===== config.mk =====
export PLATFORM = sky130hd
export DESIGN_NAME = csb_top
export DESIGN_NICKNAME = d
export VERILOG_FILES = /design/src/hw/csb_pkg.sv /design/src/hw/csb_top.sv
export SDC_FILE = /design/constraint.sdc
export NUM_CORES = 1
export LEC_CHECK = 0
export BUFFER_PORTS_ARGS = -buffer_cell sky130_fd_sc_hd__buf_2
export CAP_MARGIN = 20
export CORE_ASPECT_RATIO = 1.1
export CORE_MARGIN = 2
export CORE_UTILIZATION = 55
export DETAILED_ROUTE_END_ITERATION = 6
export GPL_ROUTABILITY_DRIVEN = 0
export PLACE_DENSITY = 0.92
export SYNTH_ARGS = -nofsm -noshare
export SYNTH_HDL_FRONTEND = slang
export SYNTH_SLANG_ARGS = --single-unit

===== constraint.sdc =====
create_clock -name i_core_clk -period 6.4 [get_ports i_core_clk]
set_input_delay 1.92 -clock i_core_clk [delete_from_list [all_inputs] [get_ports i_core_clk]]
set_output_delay 1.92 -clock i_core_clk [all_outputs]
set_load 0.05 [all_outputs]

===== src/hw/csb_pkg.sv =====
// Constants for the clocked serial addressed bus port
//
// Summary of operation
// - Release trigger write forces output latch high
// - Release trigger self-clears; held zero when disabled
// - Command trigger clears latch low, self-clears
// - Control register resets zero, byte-writable
// - Address match flag zero while channel disabled
// - Transfers move eight bits, one per clock
// - Shift on falling edge, latch drives output
// - Sample serial input on rising edge
// - Stop after eight bits, set interrupt flag
// - Mode bit 2 selects MSB or LSB first
// - Order reverses written bits; shift fixed
// - Write starts transfer if enabled and idle
// - Enable after write does not start transfer
// - Bus mode data pin is open-drain
// - Data rising with clock high is release
// - Data falling with clock high is command
// - Master makes conditions, slave busy, either ack
// - Master clocks from byte start until busy ends
// - Wakeup raises interrupt only on address match
// - Hardware classifies bytes address, command, data
// - Byte after release and command is compared
// - Clock from pin, timer or prescaler
package csb_pkg;

  // ************************************************************
  // Register indices (byte address is four times the index)
  // ************************************************************
  localparam logic [15:0] IDX_MODE  = 16'hFF60;
  localparam logic [15:0] IDX_CTRL  = 16'hFF61;
  localparam logic [15:0] IDX_SHIFT = 16'hFF62;
  localparam logic [15:0] IDX_SADDR = 16'hFF63;
  localparam logic [15:0] IDX_STAT  = 16'hFF64;
  localparam logic [17:0] ADDR_MODE  = {IDX_MODE, 2'b00};
  localparam logic [17:0] ADDR_CTRL  = {IDX_CTRL, 2'b00};
  localparam logic [17:0] ADDR_SHIFT = {IDX_SHIFT, 2'b00};
  localparam logic [17:0] ADDR_SADDR = {IDX_SADDR, 2'b00};
  localparam logic [17:0] ADDR_STAT  = {IDX_STAT, 2'b00};

  // ************************************************************
  // Field positions
  // ************************************************************
  localparam int MODE_EN    = 7;
  localparam int MODE_MATCH = 6;
  localparam int MODE_WUP   = 5;
  localparam int MODE_SEL1  = 4;
  localparam int MODE_SEL0  = 3;
  localparam int MODE_ORDER = 2;
  localparam int MODE_CK1   = 1;
  localparam int MODE_CK0   = 0;
  localparam int CTRL_REL   = 0;
  localparam int CTRL_CMD   = 1;
  localparam int CTRL_RELD  = 2;
  localparam int CTRL_CMDD  = 3;
  localparam int STAT_IRQ   = 0;
  localparam int STAT_BUSY  = 1;
  localparam int STAT_KIND  = 2;

  // ************************************************************
  // Reset values, codes and timing
  // ************************************************************
  localparam logic [7:0] MODE_RST  = 8'h00;
  localparam logic [7:0] CTRL_RST  = 8'h00;
  localparam logic [7:0] SADDR_RST = 8'h00;
  localparam logic [1:0] KIND_DATA = 2'h0;
  localparam logic [1:0] KIND_CMD  = 2'h1;
  localparam logic [1:0] KIND_ADDR = 2'h2;
  localparam logic [1:0] RESP_OK   = 2'h0;
  localparam logic [1:0] RESP_ERR  = 2'h2;
  localparam logic [3:0] BITS      = 4'h8;
  localparam logic [3:0] PRESC_DIV = 4'h4;

  typedef enum logic [1:0] {
    ST_IDLE  = 2'b01,
    ST_SHIFT = 2'b10
  } csb_state_type;

endpackage


===== src/hw/csb_top.sv =====
// Serial channel with 3-wire and addressed bus signalling
//
// Added by the designer: the AXI4-Lite slave port.
`timescale 1ns/10ps
module csb_top
  import csb_pkg::*;
(
  // Clock and reset
  input  wire logic        i_core_clk,
  input  wire logic        i_rst,
  // AXI4-Lite write address
  input  wire logic [17:0] i_awaddr,
  input  wire logic        i_awvalid,
  output logic             o_awready,
  // AXI4-Lite write data
  input  wire logic [31:0] i_wdata,
  input  wire logic [3:0]  i_wstrb,
  input  wire logic        i_wvalid,
  output logic             o_wready,
  // AXI4-Lite write response
  output logic [1:0]       o_bresp,
  output logic             o_bvalid,
  input  wire logic        i_bready,
  // AXI4-Lite read address
  input  wire logic [17:0] i_araddr,
  input  wire logic        i_arvalid,
  output logic             o_arready,
  // AXI4-Lite read data
  output logic [31:0]      o_rdata,
  output logic [1:0]       o_rresp,
  output logic             o_rvalid,
  input  wire logic        i_rready,
  // Internal clock sources
  input  wire logic        i_timer_tick,
  // Serial pins
  input  wire logic        i_serial_clock_pin,
  output logic             o_serial_clock_pin,
  output logic             o_serial_clock_pin_oe,
  input  wire logic        i_serial_in_pin,
  output logic             o_serial_out_pin,
  input  wire logic        i_bus_data_pin_a,
  output logic             o_bus_data_pin_a,
  output logic             o_bus_data_pin_a_oe,
  // Channel interrupt request flag
  output logic             o_channel_irq_flag
);

  // ************************************************************
  // Register state
  // ************************************************************
  logic [7:0]    mode_q;          // Mode register, match bit unused
  logic          rel_trig_q;      // Pending release trigger
  logic          cmd_trig_q;      // Pending command trigger
  logic          rel_det_q;       // Release condition seen
  logic          cmd_det_q;       // Command condition seen
  logic          match_q;         // Address match result
  logic [7:0]    shift_q;         // Shift register, wire order
  logic [7:0]    saddr_q;         // Own slave address
  logic          irq_q;           // Channel interrupt flag
  logic          latch_q;         // Serial data output latch
  logic [1:0]    kind_q;          // Class of current byte
  logic [3:0]    cnt_q;           // Falling edges this byte
  logic [3:0]    presc_q;         // Prescaler counter
  logic          sck_q;           // Internally made clock level
  logic          sck_oe_q;        // Clock pin drive enable
  logic          bus_oe_q;        // Open-drain pull-low enable
  logic          bus_out_q;       // Open-drain output level
  csb_state_type st_q;            // Transfer state

  // ************************************************************
  // Bus slave state
  // ************************************************************
  logic          awready_q;
  logic          wready_q;
  logic          aw_v_q;          // Write address held
  logic          w_v_q;           // Write data held
  logic [17:0]   aw_a_q;
  logic [7:0]    w_d_q;           // Only the low lane is kept
  logic          w_s_q;           // Low lane strobe
  logic          bvalid_q;
  logic [1:0]    bresp_q;
  logic          arready_q;
  logic          rvalid_q;
  logic [31:0]   rdata_q;
  logic [1:0]    rresp_q;

  // ************************************************************
  // Pin synchronisers
  // ************************************************************
  logic [2:0]    sync1_q;         // First stage, read by stage two
  logic [2:0]    sync2_q;         // Stable pin levels
  logic [2:0]    sync3_q;         // Previous stable levels

  // Three flops per pin, two to synchronise and one for edges: clock, serial in, bus data
  always_ff @(posedge i_core_clk) begin
    if (i_rst) begin
      sync1_q <= 3'h7;
      sync2_q <= 3'h7;
      sync3_q <= 3'h7;
    end else begin
      sync1_q <= {i_bus_data_pin_a, i_serial_in_pin,
                  i_serial_clock_pin};
      sync2_q <= sync1_q;
      sync3_q <= sync2_q;
    end
  end

  // ************************************************************
  // Decoding
  // ************************************************************
  wire en        = mode_q[MODE_EN];
  wire wakeup_control       = mode_q[MODE_WUP];
  wire lsb_first = mode_q[MODE_ORDER];
  wire bus_mode  = mode_q[MODE_SEL1] & ~mode_q[MODE_SEL0];
  wire ext_clk   = ~mode_q[MODE_CK1];
  wire sck_s     = sync2_q[0];
  wire data_s    = bus_mode ? sync2_q[2] : sync2_q[1];
  wire busy      = (st_q == ST_SHIFT);

  wire wr_fire   = aw_v_q & w_v_q & ~bvalid_q;
  wire wr_ok     = wr_fire & w_s_q;
  wire wr_mode   = wr_ok & (aw_a_q == ADDR_MODE);
  wire wr_ctrl   = wr_ok & (aw_a_q == ADDR_CTRL);
  wire wr_shift  = wr_ok & (aw_a_q == ADDR_SHIFT);
  wire wr_saddr  = wr_ok & (aw_a_q == ADDR_SADDR);
  wire wr_stat   = wr_ok & (aw_a_q == ADDR_STAT);
  wire wr_hit    = (aw_a_q == ADDR_MODE) | (aw_a_q == ADDR_CTRL) |
                   (aw_a_q == ADDR_SHIFT) | (aw_a_q == ADDR_SADDR) |
                   (aw_a_q == ADDR_STAT);
  wire rd_fire   = i_arvalid & arready_q;

  // Order select mirrors the bus-side view of the shift register
  wire [7:0] wd_rev;
  wire [7:0] sh_rev;
  genvar gi;
  generate
    for (gi = 0; gi < 8; gi++) begin : g_rev
      assign wd_rev[gi] = w_d_q[7 - gi];
      assign sh_rev[gi] = shift_q[7 - gi];
    end
  endgenerate
  wire [7:0] wd_ord = lsb_first ? wd_rev : w_d_q;
  wire [7:0] sh_ord = lsb_first ? sh_rev : shift_q;

  // ************************************************************
  // Clock sources and edges
  // ************************************************************
  // prescaler or timer tick
  wire presc_tick = (presc_q == PRESC_DIV - 4'h1);
  wire int_tick   = mode_q[MODE_CK0] ? presc_tick : i_timer_tick;
  // internal clock runs through the byte
  wire int_fall   = busy & ~ext_clk & int_tick & sck_q;
  wire int_rise   = busy & ~ext_clk & int_tick & ~sck_q;
  wire ext_fall   = busy & ext_clk & sync3_q[0] & ~sck_s;
  wire ext_rise   = busy & ext_clk & ~sync3_q[0] & sck_s;
  wire fall_ev    = (int_fall | ext_fall) & (cnt_q != BITS);
  // sample edge, only after a bit was put out
  wire rise_ev    = (int_rise | ext_rise) & (cnt_q != 4'h0);
  wire done_ev    = rise_ev & (cnt_q == BITS);
  wire [7:0] rx   = {shift_q[6:0], data_s};

  // start only when enabled and the clock is idle
  wire can_start  = en & ~busy & (~ext_clk | sck_s);
  wire start_ev   = wr_shift & can_start;

  // conditions are read from the bus data pin, whichever end drives it
  // conditions need clock high and no bit running
  wire cond_ok    = en & bus_mode & sck_s & (cnt_q == 4'h0);
  wire rel_ev     = cond_ok & ~sync3_q[2] & sync2_q[2];
  wire cmd_ev     = cond_ok & sync3_q[2] & ~sync2_q[2];

  // compare address byte with own address
  wire addr_done  = done_ev & (kind_q == KIND_ADDR);
  wire addr_hit   = (rx == saddr_q);
  // wakeup gates the interrupt to matching addresses
  wire irq_set    = done_ev & (~wakeup_control | (addr_done & addr_hit));

  // ************************************************************
  // Read mux
  // ************************************************************
  wire [7:0] rd_mode = {mode_q[7], match_q, mode_q[5:0]};
  wire [7:0] rd_ctrl = {4'h0, cmd_det_q, rel_det_q, 2'h0};
  wire [7:0] rd_stat = {4'h0, kind_q, busy, irq_q};
  wire       rd_hit  = (i_araddr == ADDR_MODE) |
                       (i_araddr == ADDR_CTRL) |
                       (i_araddr == ADDR_SHIFT) |
                       (i_araddr == ADDR_SADDR) |
                       (i_araddr == ADDR_STAT);
  wire [7:0] rd_byte =
    (i_araddr == ADDR_MODE)  ? rd_mode :
    (i_araddr == ADDR_CTRL)  ? rd_ctrl :
    (i_araddr == ADDR_SHIFT) ? sh_ord  :
    (i_araddr == ADDR_SADDR) ? saddr_q :
    (i_araddr == ADDR_STAT)  ? rd_stat : 8'h00;

  // ************************************************************
  // AXI4-Lite write channel
  // ************************************************************
  // Address and data are taken in either order, answered together
  always_ff @(posedge i_core_clk) begin
    if (i_rst) begin
      awready_q <= 1'b1;
      wready_q  <= 1'b1;
      aw_v_q    <= 1'b0;
      w_v_q     <= 1'b0;
      aw_a_q    <= 18'h00000;
      w_d_q     <= 8'h00;
      w_s_q     <= 1'b0;
      bvalid_q  <= 1'b0;
      bresp_q   <= RESP_OK;
    end else begin
      // Hold one address until answered
      if (i_awvalid & awready_q) begin
        aw_v_q    <= 1'b1;
        aw_a_q    <= i_awaddr;
        awready_q <= 1'b0;
      end
      // Hold one data word until answered
      if (i_wvalid & wready_q) begin
        w_v_q    <= 1'b1;
        w_d_q    <= i_wdata[7:0];
        w_s_q    <= i_wstrb[0];
        wready_q <= 1'b0;
      end
      // Both present: perform and answer
      if (wr_fire) begin
        aw_v_q   <= 1'b0;
        w_v_q    <= 1'b0;
        bvalid_q <= 1'b1;
        bresp_q  <= wr_hit ? RESP_OK : RESP_ERR;
      end
      // Response taken: reopen both channels
      if (bvalid_q & i_bready) begin
        bvalid_q  <= 1'b0;
        awready_q <= 1'b1;
        wready_q  <= 1'b1;
      end
    end
  end

  // ************************************************************
  // AXI4-Lite read channel
  // ************************************************************
  // One read in flight; data captured at address handshake
  always_ff @(posedge i_core_clk) begin
    if (i_rst) begin
      arready_q <= 1'b1;
      rvalid_q  <= 1'b0;
      rdata_q   <= 32'h00000000;
      rresp_q   <= RESP_OK;
    end else if (rd_fire) begin
      arready_q <= 1'b0;
      rvalid_q  <= 1'b1;
      rdata_q   <= {24'h000000, rd_byte};
      rresp_q   <= rd_hit ? RESP_OK : RESP_ERR;
    end else if (rvalid_q & i_rready) begin
      rvalid_q  <= 1'b0;
      arready_q <= 1'b1;
    end
  end

  // ************************************************************
  // Configuration registers
  // ************************************************************
  // Mode and slave address; the match bit is never stored here
  always_ff @(posedge i_core_clk) begin
    if (i_rst) begin
      mode_q  <= MODE_RST;
      saddr_q <= SADDR_RST;
    end else begin
      if (wr_mode) begin
        mode_q <= {w_d_q[7], 1'b0, w_d_q[5:0]};
      end
      if (wr_saddr) begin
        saddr_q <= w_d_q;
      end
    end
  end

  // ************************************************************
  // Trigger bits and output latch
  // ************************************************************
  // Triggers live one cycle; software should not fire them mid byte
  always_ff @(posedge i_core_clk) begin
    if (i_rst) begin
      rel_trig_q <= CTRL_RST[CTRL_REL];
      cmd_trig_q <= CTRL_RST[CTRL_CMD];
      latch_q    <= 1'b1;
    end else begin
      rel_trig_q <= wr_ctrl & en & w_d_q[CTRL_REL];
      cmd_trig_q <= wr_ctrl & en & w_d_q[CTRL_CMD];
      if (rel_trig_q) begin
        latch_q <= 1'b1;
      end else if (cmd_trig_q) begin
        latch_q <= 1'b0;
      end else if (fall_ev) begin
        latch_q <= shift_q[7];
      end
    end
  end

  // ************************************************************
  // Transfer engine
  // ************************************************************
  // eight bits per byte, one per clock cycle
  always_ff @(posedge i_core_clk) begin
    if (i_rst) begin
      st_q    <= ST_IDLE;
      cnt_q   <= 4'h0;
      shift_q <= 8'h00;
    end else if (~en) begin
      // Disabled: plain storage, writes never arm a later start
      st_q  <= ST_IDLE;
      cnt_q <= 4'h0;
      // data written while disabled just sits
      if (wr_shift) begin
        shift_q <= wd_ord;
      end
    end else begin
      unique case (st_q)
        ST_IDLE: begin
          if (wr_shift) begin
            shift_q <= wd_ord;
          end
          if (start_ev) begin
            st_q  <= ST_SHIFT;
            cnt_q <= 4'h0;
          end
        end
        ST_SHIFT: begin
          // count falling edges of the clock
          if (fall_ev) begin
            cnt_q <= cnt_q + 4'h1;
          end
          // take input bit into the low end
          if (rise_ev) begin
            shift_q <= rx;
          end
          if (done_ev) begin
            st_q  <= ST_IDLE;
            cnt_q <= 4'h0;
          end
        end
      endcase
    end
  end

  // ************************************************************
  // Internal serial clock
  // ************************************************************
  // Idles high so a slave sees no stray edge between bytes
  always_ff @(posedge i_core_clk) begin
    if (i_rst) begin
      presc_q  <= 4'h0;
      sck_q    <= 1'b1;
      sck_oe_q <= 1'b0;
    end else begin
      presc_q  <= presc_tick ? 4'h0 : presc_q + 4'h1;
      sck_oe_q <= en & ~ext_clk;
      if (int_fall | int_rise) begin
        sck_q <= ~sck_q;
      end else if (~busy) begin
        sck_q <= 1'b1;
      end
    end
  end

  // ************************************************************
  // Bus conditions and byte class
  // ************************************************************
  // Detection is placed after the clears so a new event wins
  always_ff @(posedge i_core_clk) begin
    if (i_rst) begin
      rel_det_q <= 1'b0;
      cmd_det_q <= 1'b0;
      kind_q    <= KIND_DATA;
      match_q   <= 1'b0;
    end else if (~en) begin
      // match flag reads zero while disabled
      rel_det_q <= 1'b0;
      cmd_det_q <= 1'b0;
      kind_q    <= KIND_DATA;
      match_q   <= 1'b0;
    end else begin
      if (start_ev) begin
        kind_q    <= (rel_det_q & cmd_det_q) ? KIND_ADDR :
                     cmd_det_q ? KIND_CMD : KIND_DATA;
        cmd_det_q <= 1'b0;
        if (~cmd_det_q) begin
          rel_det_q <= 1'b0;
        end
      end
      // address result, a miss drops the release state
      if (addr_done) begin
        match_q <= addr_hit;
        if (~addr_hit) begin
          rel_det_q <= 1'b0;
        end
      end
      if (rel_ev) begin
        rel_det_q <= 1'b1;
        cmd_det_q <= 1'b0;
      end
      if (cmd_ev) begin
        cmd_det_q <= 1'b1;
      end
    end
  end

  // ************************************************************
  // Interrupt flag and pin drive
  // ************************************************************
  // Flag is write-one-to-clear; a completion in that cycle wins
  always_ff @(posedge i_core_clk) begin
    if (i_rst) begin
      irq_q     <= 1'b0;
      bus_oe_q  <= 1'b0;
      bus_out_q <= 1'b0;
    end else begin
      // flag set on completion; with wakeup on, only on an address match
      if (irq_set) begin
        irq_q <= 1'b1;
      end else if (wr_stat & w_d_q[STAT_IRQ]) begin
        irq_q <= 1'b0;
      end
      // open-drain: only ever pull the line low
      bus_oe_q  <= en & bus_mode & ~latch_q;
      bus_out_q <= 1'b0;
    end
  end

  // ************************************************************
  // Outputs
  // ************************************************************
  assign o_awready             = awready_q;
  assign o_wready              = wready_q;
  assign o_bvalid              = bvalid_q;
  assign o_bresp               = bresp_q;
  assign o_arready             = arready_q;
  assign o_rvalid              = rvalid_q;
  assign o_rdata               = rdata_q;
  assign o_rresp               = rresp_q;
  assign o_serial_clock_pin    = sck_q;
  assign o_serial_clock_pin_oe = sck_oe_q;
  assign o_serial_out_pin      = latch_q;
  assign o_bus_data_pin_a      = bus_out_q;
  assign o_bus_data_pin_a_oe   = bus_oe_q;
  assign o_channel_irq_flag    = irq_q;

endmodule


==> Yosys cells after proc, flatten, opt, wreduce, memory -nomap -nowiden <==
Index checks and enable logic that the tools add are counted.
{ "totals": {"wordCells": 183, "regBits": 100} }
{ "op_classes": {"mux": 42, "reduce_logical": 13, "n_addsub": 2, "eq_ne": 22, "bitwise_logic": 71} }
{ "op_table": {"columns": ["operator", "count"], "rows": [
  ["$eq A18 B18 Y1 const B", 10],
  ["$mux W8", 9],
  ["$and A1 B1 Y1", 46],
  ["$mux W1", 21],
  ["$mux W4", 4],
  ["$pmux W8 S2", 1],
  ["$or A1 B1 Y1", 13],
  ["$not A1 Y1", 12],
  ["$mux W2", 5],
  ["$reduce_or A2 Y1", 5],
  ["$add A4 B1 Y4 const B", 2],
  ["$eq A8 B8 Y1", 1],
  ["$pmux W4 S2", 1],
  ["$reduce_bool A2 Y1", 3],
  ["$eq A2 B2 Y1 const B", 2],
  ["$eq A4 B2 Y1 const B", 1],
  ["$eq A4 B4 Y1 const B", 1],
  ["$logic_not A4 Y1", 1],
  ["$ne A2 B1 Y1 const B", 2],
  ["$ne A4 B4 Y1 const B", 1],
  ["$pmux W2 S2", 1],
  ["$reduce_and A2 Y1", 2],
  ["$reduce_bool A4 Y1", 1],
  ["$ne A3 B1 Y1 const B", 1],
  ["other kinds (4)", 4]
]} }

==> Logic depth before layout (Yosys ltp) <==
{ "logic_depth": {"word_depth": 12, "mapped_depth": 7} }

==> Worst setup path before layout <==
No wires, ideal clock.
{ "synth_timing": {"path_kind": "input -> register", "from": "in i_araddr[0]", "to": "reg rdata_q[4], in the netlist o_rdata[4]", "t_required_ns": 6.322, "arrival_time_ns": 3.302, "slack_ns": 3.020, "stages": 5, "setup_time_ns": 0.078, "path_cell_list": "or3b_1 -> or4_4 -> nor4_4 -> a221oi_1 -> nor3_1"} }
{ "synth_via": {"elab_chain_len": 5} }
{ "synth_rtl": {"columns": ["element", "line_no", "source"], "rows": [
  ["from (decl)", "csb_top.sv:25", "input wire logic [17:0] i_araddr,"],
  ["$eq A18 B18 Y1", "csb_top.sv:193", "(i_araddr == ADDR_SADDR) ? saddr_q :"],
  ["$mux W8", "csb_top.sv:193", null],
  ["$mux W8", "csb_top.sv:192", "(i_araddr == ADDR_SHIFT) ? sh_ord :"],
  ["$mux W8", "csb_top.sv:191", "(i_araddr == ADDR_CTRL) ? rd_ctrl :"],
  ["$mux W8 *", "csb_top.sv:190", "(i_araddr == ADDR_MODE) ? rd_mode :"],
  ["to (signal assigned)", "csb_top.sv:254", "rdata_q <= {24'h000000, rd_byte};"],
  ["to (decl)", "csb_top.sv:84", "logic [31:0] rdata_q;"]
]} }
Every way passes the cells marked *; elsewhere a longest branch is shown, timed or not.
A chain may end at the register's enable or synchronous reset.

==> Worst setup path after layout <==
{ "layout_timing": {"from": "in i_rst", "to": "reg st_q[1]"} }
{ "layout_via": {"elab_chain_len": 1} }
{ "layout_rtl": {"columns": ["element", "line_no", "source"], "rows": [
  ["from (decl)", "csb_top.sv:10", "input wire logic i_rst,"],
  ["$reduce_or A2 Y1 (no line)", null, null],
  ["to (signal assigned)", "csb_top.sv:308", "st_q <= ST_IDLE;"],
  ["to (signal assigned)", "csb_top.sv:313", "st_q <= ST_IDLE;"],
  ["to (signal assigned)", "csb_top.sv:326", "st_q <= ST_SHIFT;"],
  ["to (decl)", "csb_top.sv:68", "csb_state_type st_q;"]
]} }
No other way between the ends.

==> metrics.md <==
| Metric | Value |
|---|---|
| Status | `finished, final reports clean` |
| Routed WL | `slightly above 10 mm` |
| Vias/cell | `5.59` |
| Leading cell type in the layout, fill and taps excluded | `dfxtp_1` |
| CTS tree | `done` |
| Register area | `between 0.0015 and 0.002 mm²` |
| Reg2reg end | `shift_q[6]` |
| Area growth from synthesis to layout | `10.2%` |
| Hold Slack | `421 ps` |
| DRT iter0 DRCs | `roughly 270` |
| Remaining antenna violation count | `0` |
| Worst r2r path cells | `5` |
| Final period utilization | `between 50 and 60%` |
| I/O pin count | `130` |
| Fin cells | `about 700` |
| Hold-fix buffers, CTS | `0` |
| Syn_area_per_cell | `between 8 and 9 µm²` |
| Max Cap Viol | `0` |
| Nets | `678` |
| Final hold violations | `0` |
| Fillers | `approximately 700` |
| Detailed Place HPWL | `between 7 and 8 mm` |
| Final Skew | `~9.5 ps` |
| Core area | `between 0.008 and 0.009 mm²` |
| Ys async rst share | `0%` |
| RR Startpoint | `mode_q[1]` |
| Diode count | `0` |
| Critical-path cell list | `buf_2 > buf_4 > nand2b_1 > or3_1 > inv_1` |
| Die width | `between 90 and 100 µm` |
| Final setup viols | `0` |
| Reg clk slew, reported paths | `roughly 100 ps` |
| Synth cell types | `between 60 and 70` |
| Min Tclk post-route | `3360 ps` |
| Pin count of the biggest net entering global routing | `47` |
| Primary FF master, synth | `dfxtp_1` |
| Delay-heaviest family, CP | `buffers and inverters` |
| CP peak stage delay | `530 ps` |
| Multi-input gate area in the final layout | `about 0.0024 mm²` |
| CP Class | `in2reg` |
| Worst hold path type | `reg2reg` |
| CTS buffer count | `9` |
| Port bufs | `75` |
| H-tree depth | `3` |
| Final Max Tran Viols | `0` |
| Post-Syn Area | `0.00467 mm²` |
| Most frequent cells in the layout | `dfxtp_1 (97), buf_2 (75), nand2_1 (71)` |
| Setup crit end kind | `register` |
| Fmax | `298 MHz` |
| Routed len/inst | `between 10 and 15 µm` |
| Worst-margin pin slew | `900 ps` |
| CTS resizes | `0` |
| Synthesized instance count | `between 500 and 600` |
| Postcts setup bufs | `0` |
| Total clock sinks | `between 90 and 100` |
| Root Driver | `clkbuf_8` |
| Post-synth EDFFs | `0` |
| Max VDD drop | `between 0.00015 and 0.0002 V` |
| Layout cell share with drive strength beyond 1 | `roughly 22%` |
| CP max FO | `46` |
| Gr ovfl total | `0` |
| DIE AREA | `roughly 0.0093 mm²` |
| Initial antenna violation count | `0` |
| Placed Area | `0.00496 mm²` |
| Critical Path RT | `roughly 6700 ps` |
| GR Util All Layers | `22.7%` |
| Critical path origin | `i_rst` |
| Vias in the first global route | `between 3000 and 4000` |
| P per Cell Area | `around 220 mW/mm²` |
| Design area | `between 0.005 and 0.006 mm²` |
| Initial core utilization | `between 50% and 60%` |
| DRT Pass-1 Iters | `5` |
| Crit. path cell count | `5` |
| RSZ-0062 raised after global routing | `no` |
| Sequential share of the synthesized area | `41.6%` |
| Critical path launch point type | `primary input` |
| Critical Path AT | `about 3700 ps` |
| Worst rel slew slack | `between 30% and 40%` |
| Critical-path top delay cell | `buf_2` |
| YS warnings | `0` |
| First-pass GRT wire length | `approximately 17 mm` |
| Placed insts | `about 690` |
| FP Rows | `35` |
| Leakage | `roughly 2.2 nW` |
| Via Count | `3960` |
| CP bufs+invs | `3` |
| Die Ht | `approximately 100 µm` |
| Latest clock arrival within the worst-skew pair | `approximately 380 ps` |
| DRC violations left | `0` |
| Worst R2R Setup Slack | `roughly 4200 ps` |
| Clock Tree Buf Depth | `2` |
| Final setup TNS | `0 ps` |
| CP endpoint | `st_q[1]` |
| Flops & latches, synth | `97` |
[sequential cells by signal, summed over array words and instances (netlist names), 2 cells and up]
signal / count
w_d_q: 8
sync1_q: 3
st_q: 2
o_rdata: 8
saddr_q: 8
mode_q: 7
sync2_q: 3
cnt_q: 4
presc_q: 4
kind_q: 2
shift_q: 8
sync3_q: 2
aw_a_q: 18
[synth_stat cells, drive strengths merged, types with 3 or more instances]
library cell   n  area, µm²
a211oi         4       40.0
a21oi         52        260
a221oi         4       35.0
a22oi          3       22.5
and2           5       31.3
and3           3       20.0
and3b          3       26.3
buf           39        279
clkbuf        13       48.8
dfxtp         97       1940
ha             3       37.5
inv           18       67.6
mux2          11        124
mux2i         32        320
nand2         71        267
nand2b        10       62.6
nand3          9       45.0
nand3b         5       37.5
nand4          7       50.1
nand4b         4       35.0
nor2          37        139
nor2b          4       25.0
nor3          10       72.6
nor3b          5       42.5
nor4           4       46.3
nor4b          4       41.3
o21ai         17       85.1
o221a          7       78.8
o22ai          3       18.8
o31ai          4       30.0
or2            9       56.3
or3            3       18.8
or4            3       26.3
xnor2          6       52.6
xor2           5       43.8
[metal layers]
layer | part of all wire [%] | GRT usage [%] | vias up
met5 | 0 | 0 | -
met4 | 1.9 | 8.27 | 0
met3 | 5.9 | 5.76 | 27
met2 | 51 | 41.5 | 146
met1 | 41 | 25.5 | 1867
li1 | - | - | 1920
[power breakdown]
part           internal [mW]  switching (mW)
combinational         0.0381          0.0972
clock                  0.156           0.228
sequential             0.623          0.0153
total                  0.816           0.340
[worst min-delay path by stage]
stage	end	start	slack (ps)	cells after the start
final	sync2_q[1]	sync1_q[1]	420	1
after global routing	sync2_q[0]	sync1_q[0]	450	1
after CTS	sync2_q[1]	sync1_q[1]	420	1
after detailed placement	sync2_q[2]	sync1_q[2]	400	1
after global placement	sync2_q[2]	sync1_q[2]	400	1
after floorplan	sync2_q[0]	sync1_q[0]	390	1
[layout make-up]
class | instances | share of cell area [%]
Clock buffer | 10 | 2.67
Clock inverter | 6 | 0.947
Inverter | 18 | 1.31
Multi-Input combinational cell | 390 | 47.2
Sequential cell | 97 | 37.7
Tap cell | 111 | 2.70
Timing Repair Buffer | 76 | 7.43
[cell families (layout without fill, tap and decap cells)]
group	Yosys count	in the layout	synth area share (%)
multiplexers	43	43	9.50
flip-flops	97	97	41.6
AND/OR/NAND/NOR	201	201	23.3
other	1	27	0.0802
AO/OA/AOI/OAI	105	105	14.2
buffers and inverters	70	110	8.46
adder cells (fa/ha/maj)	3	3	0.803
XOR/XNOR	11	11	2.06
[metrics by stage]
stage	power [mW]	util, %	setup WS [ps]
floorplan	0.765	-	3020
global placement	0.781	59.7	2700
detailed placement	0.786	59.7	2680
global route	1.20	61.9	2940
finish	1.16	61.9	3040
CTS	1.16	61.9	3080
No activity file was read; power rests on OpenSTA's default activity.
